===== src/phy_rst_defines.svh =====
// constants for the phy reset / power-down / supply-fault controller
// assumes a 100 MHz hclk and an AHB-Lite register bus with word registers
`ifndef PHY_RST_DEFINES_SVH
`define PHY_RST_DEFINES_SVH

// register byte offsets
`define OFS_CONTROL 12'h000
`define OFS_FAULT_STATUS 12'h050
`define OFS_IRQ_STATUS 12'h060
`define OFS_IRQ_MASK 12'h064
`define OFS_CONFIG 12'h068

// control register fields
`define CTRL_SOFT_RESET_BIT 15
// fault status register fields
`define FAULT_LOW_VOLT_BIT 2
// interrupt bit positions
`define IRQ_LOW_VOLT_BIT 0
`define IRQ_RESET_DONE_BIT 1
`define IRQ_WIDTH 2

// reset values
`define CONTROL_RESET 16'h0000
`define IRQ_MASK_RESET 2'h0

// timing
`define CLK_PERIOD_NS 10
`define EXT_RESET_US 300
`define EXT_RESET_CYCLES ((`EXT_RESET_US * 1000) / `CLK_PERIOD_NS)
`define HW_RESET_MIN_CYCLES 2
`define SOFT_RESET_CYCLES 16

`endif


===== src/phy_rst_pkg.sv =====
// types shared by the reset controller files
// assumes the defines header is compiled first
package phy_rst_pkg;
    // reset sequencer states, one-hot
    typedef enum logic [3:0] {
        ST_HW_HOLD = 4'h1,
        ST_EXTEND = 4'h2,
        ST_RUN = 4'h4,
        ST_SOFT = 4'h8
    } seq_state_t;
endpackage : phy_rst_pkg


===== src/phy_reset_power_control.sv =====
// reset, power-down and supply-fault controller of a 10/100 transceiver
// assumes hclk at 100 MHz, AHB-Lite slave, pins asynchronous to hclk
//
// Added by the designer: register access over AHB-Lite and the register addresses.
`include "phy_rst_defines.svh"
module phy_reset_power_control
    import phy_rst_pkg::*;
#(
    parameter int EXT_CYCLES = `EXT_RESET_CYCLES
) (
    // clock and reset
    input wire logic hclk,
    input wire logic hresetn,
    // ahb-lite slave
    input wire logic hsel,
    input wire logic [11:0] haddr,
    input wire logic [1:0] htrans,
    input wire logic hwrite,
    input wire logic [2:0] hsize,
    input wire logic [31:0] hwdata,
    input wire logic hready,
    output logic [31:0] hrdata,
    output logic hreadyout,
    output logic hresp,
    // board pins
    input wire logic reset_pin_n,
    input wire logic power_down_input,
    input wire logic supply_low_fault,
    input wire logic [4:0] multi_function_config_pins,
    input wire logic full_duplex_enable_pin,
    input wire logic config_pin_zero,
    input wire logic config_pin_one,
    // block controls
    output logic transmit_enable,
    output logic core_reset_n,
    output logic core_powered,
    output logic mgmt_data_oe,
    output logic [8:0] active_config,
    output logic irq
);
    //********************************
    // pin synchronisation
    //********************************
    logic [10:0] pins_s; // synchronised pin levels
    pin_sync #(.WIDTH(11)) u_sync (
        .hclk(hclk),
        .hresetn(hresetn),
        .pin_in({reset_pin_n, power_down_input, supply_low_fault, config_pin_one, config_pin_zero,
                 full_duplex_enable_pin, multi_function_config_pins}),
        .pin_out(pins_s)
    );
    logic rst_pin_s;
    logic pdn_s;
    logic low_s;
    logic [8:0] cfg_s;
    assign rst_pin_s = pins_s[10];
    assign pdn_s = pins_s[9];
    assign low_s = pins_s[8];
    // eight strap pins; the top bit of the latched word is spare and reads zero
    assign cfg_s = {1'b0, pins_s[7:0]};

    //********************************
    // reset sequencer
    //********************************
    seq_state_t st_r, st_nxt;
    logic [31:0] cnt_r, cnt_nxt; // extension / soft reset counter
    logic [1:0] low_cnt_r, low_cnt_nxt; // clocks seen with reset pin low
    logic [8:0] cfg_r, cfg_nxt; // latched configuration
    logic done_ev; // soft reset completion pulse
    logic soft_req; // soft reset written by software

    // a short glitch on the reset pin is ignored; only two clean lows count
    always_comb begin
        st_nxt = st_r;
        cnt_nxt = cnt_r;
        cfg_nxt = cfg_r;
        done_ev = 1'b0;
        low_cnt_nxt = rst_pin_s ? 2'h0 : ((low_cnt_r == 2'h3) ? low_cnt_r : low_cnt_r + 2'h1);
        if (low_cnt_nxt >= 2'(`HW_RESET_MIN_CYCLES)) begin
            st_nxt = ST_HW_HOLD;
            cnt_nxt = '0;
        end else begin
            case (st_r)
                ST_HW_HOLD: begin
                    if (rst_pin_s) begin
                        st_nxt = ST_EXTEND;
                        cfg_nxt = cfg_s;
                        cnt_nxt = '0;
                    end
                end
                ST_EXTEND: begin
                    if (cnt_r >= 32'(EXT_CYCLES - 1)) begin
                        st_nxt = ST_RUN;
                        cnt_nxt = '0;
                    end else begin
                        cnt_nxt = cnt_r + 32'h1;
                    end
                end
                ST_RUN: begin
                    if (soft_req) begin
                        st_nxt = ST_SOFT;
                        cnt_nxt = '0;
                    end
                end
                ST_SOFT: begin
                    if (cnt_r >= 32'(`SOFT_RESET_CYCLES - 1)) begin
                        st_nxt = ST_RUN;
                        cfg_nxt = cfg_s;
                        done_ev = 1'b1;
                        cnt_nxt = '0;
                    end else begin
                        cnt_nxt = cnt_r + 32'h1;
                    end
                end
                default: begin
                    st_nxt = ST_HW_HOLD;
                end
            endcase
        end
    end

    // sequencer registers
    always_ff @(posedge hclk or negedge hresetn) begin
        if (!hresetn) begin
            st_r <= ST_HW_HOLD;
            cnt_r <= '0;
            low_cnt_r <= 2'h0;
            cfg_r <= 9'h000;
        end else begin
            st_r <= st_nxt;
            cnt_r <= cnt_nxt;
            low_cnt_r <= low_cnt_nxt;
            cfg_r <= cfg_nxt;
        end
    end

    logic bus_open; // registers reachable only in run or soft reset
    assign bus_open = (st_r == ST_RUN) || (st_r == ST_SOFT);

    //********************************
    // ahb-lite slave
    //********************************
    logic ph_act_r, ph_act_nxt; // data phase pending
    logic ph_wr_r, ph_wr_nxt;
    logic [11:0] ph_addr_r, ph_addr_nxt;
    logic [15:0] ctrl_r, ctrl_nxt; // control register, bit 15 soft reset
    logic [1:0] ists_r, ists_nxt; // sticky interrupt status
    logic [1:0] imask_r, imask_nxt;
    logic [31:0] rdata_nxt;
    logic irq_nxt;
    logic lv_prev_r; // low-voltage level last cycle, for edge event
    logic wr_go;

    // data phase completes every cycle; bus is refused while closed
    always_comb begin
        ph_act_nxt = hsel && hready && htrans[1] && bus_open;
        ph_wr_nxt = hwrite;
        ph_addr_nxt = haddr;
        wr_go = ph_act_r && ph_wr_r && bus_open;
        soft_req = 1'b0;
        ctrl_nxt = ctrl_r; // power-down leaves these untouched
        ists_nxt = ists_r;
        imask_nxt = imask_r;
        if (wr_go) begin
            case (ph_addr_r)
                `OFS_CONTROL: begin
                    ctrl_nxt = hwdata[15:0];
                    if (st_r == ST_SOFT) begin
                        ctrl_nxt[`CTRL_SOFT_RESET_BIT] = 1'b1;
                    end
                    soft_req = hwdata[`CTRL_SOFT_RESET_BIT];
                end
                `OFS_IRQ_STATUS: ists_nxt = ists_r & ~hwdata[1:0];
                `OFS_IRQ_MASK: imask_nxt = hwdata[1:0];
                default: ;
            endcase
        end
        // soft reset clears control and self-clears the bit
        if (done_ev) begin
            ctrl_nxt = `CONTROL_RESET;
        end
        if (st_r == ST_HW_HOLD) begin
            ctrl_nxt = `CONTROL_RESET;
        end
        // set wins over clear
        if (low_s && !lv_prev_r) begin
            ists_nxt[`IRQ_LOW_VOLT_BIT] = 1'b1;
        end
        if (done_ev) begin
            ists_nxt[`IRQ_RESET_DONE_BIT] = 1'b1;
        end
        rdata_nxt = 32'h0000_0000;
        if (ph_act_nxt && !hwrite) begin
            case (haddr)
                `OFS_CONTROL: rdata_nxt = {16'h0000, ctrl_nxt};
                `OFS_FAULT_STATUS: rdata_nxt = {29'h0, low_s, 2'h0};
                `OFS_IRQ_STATUS: rdata_nxt = {30'h0, ists_nxt};
                `OFS_IRQ_MASK: rdata_nxt = {30'h0, imask_nxt};
                `OFS_CONFIG: rdata_nxt = {23'h0, cfg_r};
                default: rdata_nxt = 32'h0000_0000;
            endcase
        end
        irq_nxt = |(ists_nxt & imask_nxt);
    end

    // bus and register flops
    always_ff @(posedge hclk or negedge hresetn) begin
        if (!hresetn) begin
            ph_act_r <= 1'b0;
            ph_wr_r <= 1'b0;
            ph_addr_r <= 12'h000;
            ctrl_r <= `CONTROL_RESET;
            ists_r <= 2'h0;
            imask_r <= `IRQ_MASK_RESET;
            hrdata <= 32'h0000_0000;
            irq <= 1'b0;
            lv_prev_r <= 1'b0;
        end else begin
            ph_act_r <= ph_act_nxt;
            ph_wr_r <= ph_wr_nxt;
            ph_addr_r <= ph_addr_nxt;
            ctrl_r <= ctrl_nxt;
            ists_r <= ists_nxt;
            imask_r <= imask_nxt;
            hrdata <= rdata_nxt;
            irq <= irq_nxt;
            lv_prev_r <= low_s;
        end
    end

    //********************************
    // core controls
    //********************************
    // all outputs registered; hreadyout low in reset and high after it, response always okay
    always_ff @(posedge hclk or negedge hresetn) begin
        if (!hresetn) begin
            transmit_enable <= 1'b0;
            core_reset_n <= 1'b0;
            core_powered <= 1'b0;
            mgmt_data_oe <= 1'b0;
            active_config <= 9'h000;
            hreadyout <= 1'b0;
            hresp <= 1'b0;
        end else begin
            transmit_enable <= (st_nxt == ST_RUN) && !low_s && !pdn_s;
            core_reset_n <= (st_nxt == ST_RUN);
            core_powered <= !pdn_s;
            mgmt_data_oe <= bus_open;
            active_config <= cfg_nxt;
            hreadyout <= 1'b1;
            hresp <= 1'b0;
        end
    end
endmodule : phy_reset_power_control


===== src/pin_sync.sv =====
// two-flop synchroniser for a bus of asynchronous pin levels
// assumes the pins are quasi-static levels
module pin_sync #(
    parameter int WIDTH = 1
) (
    // clock and reset
    input wire logic hclk,
    input wire logic hresetn,
    // pins in, synchronised levels out
    input wire logic [WIDTH-1:0] pin_in,
    output logic [WIDTH-1:0] pin_out
);
    logic [WIDTH-1:0] meta_r; // first stage, read only by second stage
    logic [WIDTH-1:0] meta_nxt;
    logic [WIDTH-1:0] sync_r;
    logic [WIDTH-1:0] sync_nxt;

    // next values: plain shift
    always_comb begin
        meta_nxt = pin_in;
        sync_nxt = meta_r;
    end

    // register the chain
    always_ff @(posedge hclk or negedge hresetn) begin
        if (!hresetn) begin
            meta_r <= '0;
            sync_r <= '0;
        end else begin
            meta_r <= meta_nxt;
            sync_r <= sync_nxt;
        end
    end

    assign pin_out = sync_r;
endmodule : pin_sync


===== config.mk =====
export PLATFORM = sky130hd
export DESIGN_NAME = phy_reset_power_control
export DESIGN_NICKNAME = d
export VERILOG_FILES = /design/src/phy_rst_pkg.sv /design/src/phy_reset_power_control.sv /design/src/pin_sync.sv
export VERILOG_INCLUDE_DIRS = /design/src
export SDC_FILE = /design/constraint.sdc
export NUM_CORES = 1
export LEC_CHECK = 0
export ABC_AREA = 0
export BUFFER_PORTS_ARGS = -buffer_cell sky130_fd_sc_hd__buf_2
export CAP_MARGIN = 15
export CORE_MARGIN = 3
export CORE_UTILIZATION = 44
export CTS_CLUSTER_DIAMETER = 50
export CTS_CLUSTER_SIZE = 24
export DETAILED_ROUTE_END_ITERATION = 8
export HOLD_SLACK_MARGIN = 0.02
export PLACE_DENSITY = 0.67
export SLEW_MARGIN = 20
export SYNTH_ARGS = -nofsm -noshare
export SYNTH_HDL_FRONTEND = slang
export SYNTH_HIERARCHICAL = 1
export SYNTH_SLANG_ARGS = --single-unit

===== constraint.sdc =====
create_clock -name hclk -period 2.95 [get_ports hclk]
set_input_delay 0.295 -clock hclk [delete_from_list [all_inputs] [get_ports hclk]]
set_output_delay 0.295 -clock hclk [all_outputs]
set_load 0.05 [all_outputs]

## Word level (Yosys, flattened, before mapping)

Index checks and enable logic that the tools add are counted.

- $add $sub $neg: 2
- Muxes and demuxes: 35
- Order comparisons: 3
- Eq/ne operators: 16
- Bitwise gates (word level): 4
- Reduce and logical (&&, ||, !) cells: 21

Operators with widths:

| operator | number |
|---|---|
| $mux 32 | 5 |
| $pmux 32 s4 | 1 |
| $mux 16 | 5 |
| $pmux 16 s5 | 1 |
| $eq 12x7->1 const B | 6 |
| $add 32x1->32 const B | 1 |
| $ge 32x15->1 const B | 1 |
| $ge 32x4->1 const B | 1 |
| $logic_not 12->1 | 2 |
| $mux 4 | 5 |
| $mux 9 | 2 |
| $pmux 9 s2 | 1 |
| $pmux 4 s4 | 1 |
| $mux 2 | 6 |
| $logic_and 1x1->1 | 9 |
| $eq 4x3->1 const B | 2 |
| $mux 1 | 8 |
| $reduce_bool 5->1 | 1 |
| $and 2x2->2 | 2 |
| $eq 4x1->1 const B | 1 |
| $eq 4x2->1 const B | 1 |
| $eq 4x4->1 const B | 1 |
| $logic_not 1->1 | 4 |
| $reduce_and 4->1 | 1 |
| 13 further kinds | 13 |

- Bits of input ports: 65
- Logic and storage cells: 101
- Bits in registers: 142

## Depth between registers and ports, before layout

- Depth in word-level cells: 10
- Mapped depth: 9

## By module

Netlist, hierarchy kept.

By module, submodules not included:

| module | area an instance (µm²) | instances | cells each |
|---|---|---|---|
| phy_reset_power_control | 4635.7 | 1 | 447 |
| pin_sync | 550.5 | 1 | 22 |

## Worst setup path after synthesis

No wires, ideal clock.

- Path type: flip-flop to flip-flop
- Start point: register ph_addr_r[2]
- End point: register hrdata[4]
- Path buffers: 1
- Library setup time: 123 ps
- Data arrival time: 2118 ps
- Setup slack: 709 ps
- Cell stages (with the launch flop): 8
- Cell sequence: dfrtp_1 > nor3_1 > or4b_4 > nor2_2 > buf_4 > mux2i_1 > a2bb2oi_1 > nor2_1

- Cells in the longest elaborated chain, start to end: 7

Ends and longest elaborated chain:

| what | RTL line | source |
|---|---|---|
| start, declared | phy_reset_power_control.sv:145 | `logic [11:0] ph_addr_r, ph_addr_nxt;` |
| start signal, assigned | phy_reset_power_control.sv:221 | `ph_addr_r <= ph_addr_nxt;` |
| $logic_not 12->1 | phy_reset_power_control.sv:165 | `case (ph_addr_r)` |
| $mux 16 | phy_reset_power_control.sv:165 |  |
| $mux 16 | phy_reset_power_control.sv:164 | `if (wr_go) begin` |
| $mux 16 | phy_reset_power_control.sv:179 | `if (done_ev) begin` |
| $mux 16 | phy_reset_power_control.sv:182 | `if (st_r == ST_HW_HOLD) begin` |
| $pmux 16 s5 | phy_reset_power_control.sv:194 | `case (haddr)` |
| $mux 16 | phy_reset_power_control.sv:193 | `if (ph_act_nxt && !hwrite) begin` |
| net rdata_nxt[4] | phy_reset_power_control.sv:149 | `logic [31:0] rdata_nxt;` |
| end signal, assigned | phy_reset_power_control.sv:225 | `hrdata <= rdata_nxt;` |
| end, declared | phy_reset_power_control.sv:22 | `output logic [31:0] hrdata,` |

The timed path passes the listed nets, and every way through them passes these cells.
A chain may end at the register's enable or synchronous reset.

## Worst setup path after layout

- Start point: register cnt_r[0]
- End point: register cnt_r[2]

- Cells in the longest elaborated chain, start to end: 4
- Elaborated cells between the ends (all ways): 7
- Those cells by class: 1 x add/sub; 2 x order compare; 4 x mux

Ends and longest elaborated chain:

| what | RTL line | source |
|---|---|---|
| start, declared | phy_reset_power_control.sv:66 | `logic [31:0] cnt_r, cnt_nxt;` |
| start signal, assigned | phy_reset_power_control.sv:131 | `cnt_r <= cnt_nxt;` |
| $add 32x1->32, or another cell as far along | phy_reset_power_control.sv:96, phy_reset_power_control.sv:112 |  |
| $mux 32 (on tied branches) | phy_reset_power_control.sv:106, phy_reset_power_control.sv:92 |  |
| $pmux 32 s4 * | phy_reset_power_control.sv:83 | `case (st_r)` |
| $mux 32 * | phy_reset_power_control.sv:79 | `` if (low_cnt_nxt >= 2'(`HW_RESET_MIN_CYCLES)) begin `` |

Every way passes the cells marked *; elsewhere a longest branch is shown, timed or not.

==> flow_metrics.py <==
metrics = {
    "routing": {
        "dr.first_iter.drc_count": 405,
        "drt-pass1-iter-count": 4,
        "drt-total-wl_um": 11500,
        "dr_total_vias": 3978,
        "ant_nets": 0,
        "drc": 0,
        "routedWlPerCell_um": 15.6,
        "viasPerCell": 5.40,
    },
    "synth": {
        "synth_flop_cell": "dfrtp_1",
        "ys_ff_latch": 125,
        "synth_top_area_share_pct": 59.8,
        "syn_area_sq_um": 5190,
        "synth-edff-count": 0,
        "synth.area.top_cells": "dfrtp_1 60%, nor2_1 4.4%, mux2i_1 3.9%",
        "synthXorXnorAreaFrac_pct": 0.169,
        "synth_compound_area_share_pct": 9.22,
        "synth_top_family_by_area": "simple AND/OR/NAND/NOR gates",
        "yosys_warnings": 6,
        "synth-simple-area-share_pct": 19.4,
        "yosysSeqAreaShare_pct": 60.3,
        "synth_async_sr_flop_share_pct": 100,
        "synth_cells": 469,
        "synth_fa_ha_area_share_pct": 0.241,
        "avgSynthCellArea_sq_um": 11.1,
        "muxShareOfSynthArea_pct": 5.60,
        "post-synth-top-area-cell": "dfrtp_1",
        "ys_types": 58,
    },
    "die": {
        "io_pins": 113,
        "dieArea_sq_um": 13100,
        "start_util_pct": 45.2,
        "rows": 39,
        "coreArea_sq_um": 11500,
        "die_width_um": 115,
        "die_height_um": 115,
    },
    "grt": {
        "grt_pass1_vias": 4021,
        "grt_overflow": 0,
        "grt_usage_pct": 19.2,
        "grt_pass1_wl_um": 19500,
        "antenna_found_initial": 0,
        "grt_max_degree": 55,
    },
    "job": {
        "maxCapViolCount": 0,
    },
    "clocking": {
        "clk_latency_ns": 0.42,
        "cts_tree": "done",
        "clkTransAtPathRegs_ns": 0.06,
        "cts.htree.levels": 4,
        "cts-root-buf": "clkbuf_16",
        "cts_resized": 0,
        "cts_buffer_depth": 2,
        "cts_made_buffers": 17,
        "cts_sinks": 125,
    },
    "power": {
        "ir_worst_vdd_v": 0.000608,
        "power.total_mw": 4.78,
        "leakagePower_nw": 2.96,
        "cellPowerDensity_nw_per_um2": 735,
    },
    "sta": {
        "fin_crit_sh_pct": 86.7,
        "fmax_ghz": 0.391,
        "period_needed_ns": 2.56,
        "tightest_slew_ns": 0.875,
        "hold_viol": 0,
        "fin_worst_skew_ns": 0.00892,
        "rsz0062_at_grt": "no",
        "tns_ns": 0,
        "slew_viol_final": 0,
        "setup_viol": 0,
        "maxSlewHeadroom_pct": 41.7,
    },
    "placement": {
        "gp_congestion": 0.837,
        "dp.cells": 684,
        "port_buffers": 74,
        "dp_hpwl_um": 7820,
    },
    "worst_setup_path": {
        "crit_start": "cnt_r[0]",
        "cp-start-kind": "flop",
        "crit_fanout": 20,
        "end_kind": "flop",
        "arrival_ns": 2.87,
        "r2r_slack_ns": 0.39,
        "critPathKind": "reg -> reg",
        "required_ns": 3.26,
        "r2r-start": "cnt_r[0]",
    },
    "finish": {
        "fin_nets": 646,
        "drive_above_1_share_pct": 22.9,
        "diodes": 0,
        "areaGrowthSynthToFinish_pct": 25.3,
        "instances_no_fill": 736,
    },
    "hold_path": {
        "min-delay-start": "haddr[3]",
        "hold_class": "in -> reg",
    },
    "status": {
        "outcome": "finished clean",
    },
}
cells in the mapped netlist (all sizes together), types with 8 or more instances:
cell / n
nor4: 10
or3: 8
nor3: 16
nor2: 62
dfrtp: 124
nand4: 14
nand3: 25
buf: 20
inv: 19
clkbuf: 9
nand2: 27
a21oi: 12
mux2: 8
a31oi: 15
mux2i: 20
cell families after synthesis:
group,Yosys count
fa+ha+maj,1
flops,125
simple gates,198
other cells,2
xor+xnor,1
mux,28
buf+inv,48
compound gates,66
power breakdown:
group,leakage [nW],switching [mW],total [mW],internal (mW)
clock network,0.285,0.850,2.07,1.22
registers,1.62,0.0870,1.91,1.82
logic,1.05,0.583,0.803,0.220
total,2.96,1.52,4.78,3.26
layer usage:
layer | track usage, % | part of all wire (%)
met4 | 8.00 | 1.7
met3 | 5.50 | 5.0
met5 | 0 | 0
met1 | 25.0 | 45
met2 | 30.2 | 49
worst paths after layout:
check | to | cells after the start
hold / removal | ph_addr_r[3] | 1
max in group asynchronous | u_sync/pin_out[4] | 3
hold reg to reg | u_sync/pin_out[7] | 0
setup reg to reg | cnt_r[2] | 8
setup / recovery | cnt_r[2] | 8
min in group asynchronous | ctrl_r[4] | 2
state kept, by name, summed over array words and instances (netlist names), 4 cells and up:
name	cells
ctrl_r	16
st_r	4
u_sync/meta_r	11
ph_addr_r	12
cnt_r	32
hrdata	16
active_config	8
u_sync/pin_out	11
layout make-up:
| cell class | instances | area (sq um) |
|---|---|---|
| Inverter | 19 | 71.3 |
| Tap cell | 143 | 179 |
| Clock buffer | 18 | 439 |
| Timing Repair Buffer | 104 | 661 |
| Multi-Input combinational cell | 313 | 1870 |
| Sequential cell | 125 | 3130 |
| Fill cell | 948 | 4970 |
| Clock inverter | 14 | 149 |
critical path, stage by stage (launching register included):
cell	delay [ns]
dfrtp_1	0.41
ha_1	0.25
nand3_1	0.25
a21oi_1	0.11
o31a_1	0.34
o22ai_1	0.22
buf_4	0.30
nand2_1	0.24
o311ai_1	0.33
cells in the final DEF, fill, tap and decap left out, types with 5 or more instances in the layout:
cell type,count
nand3_1,25
nor3_1,16
a31oi_1,15
conb_1,19
inv_6,7
nor4_1,10
clkbuf_16,17
buf_4,10
nand4_1,14
nand2_1,27
dlygate4sd3_1,20
a2bb2oi_1,5
or3_1,8
and2_1,5
inv_1,19
mux2i_1,20
buf_2,73
dfrtp_1,124
or2_2,5
nor2_1,61
a21oi_1,11
mux2_2,8
metrics by stage:
stage                     instance area (sq um)  hold WS, ns  setup WS, ns  utilization, %
final                                      6500       0.0480         0.391            56.7
after global routing                       6500       0.0387         0.128            56.7
after global placement                     5710        0.282         0.353            49.8
after CTS                                  6500       0.0323         0.154            56.7
after detailed placement                   5710        0.295         0.167            49.8
after floorplan                            5250    -0.000591         0.709               -
timing repair:
| action | CTS | global route |
|---|---|---|
| hold buffers | 20 | 0 |
| setup buffers | 0 | 0 |
| hold endpoints to repair | 53 | 0 |
Note: power is estimated with default switching activity, not from simulation.
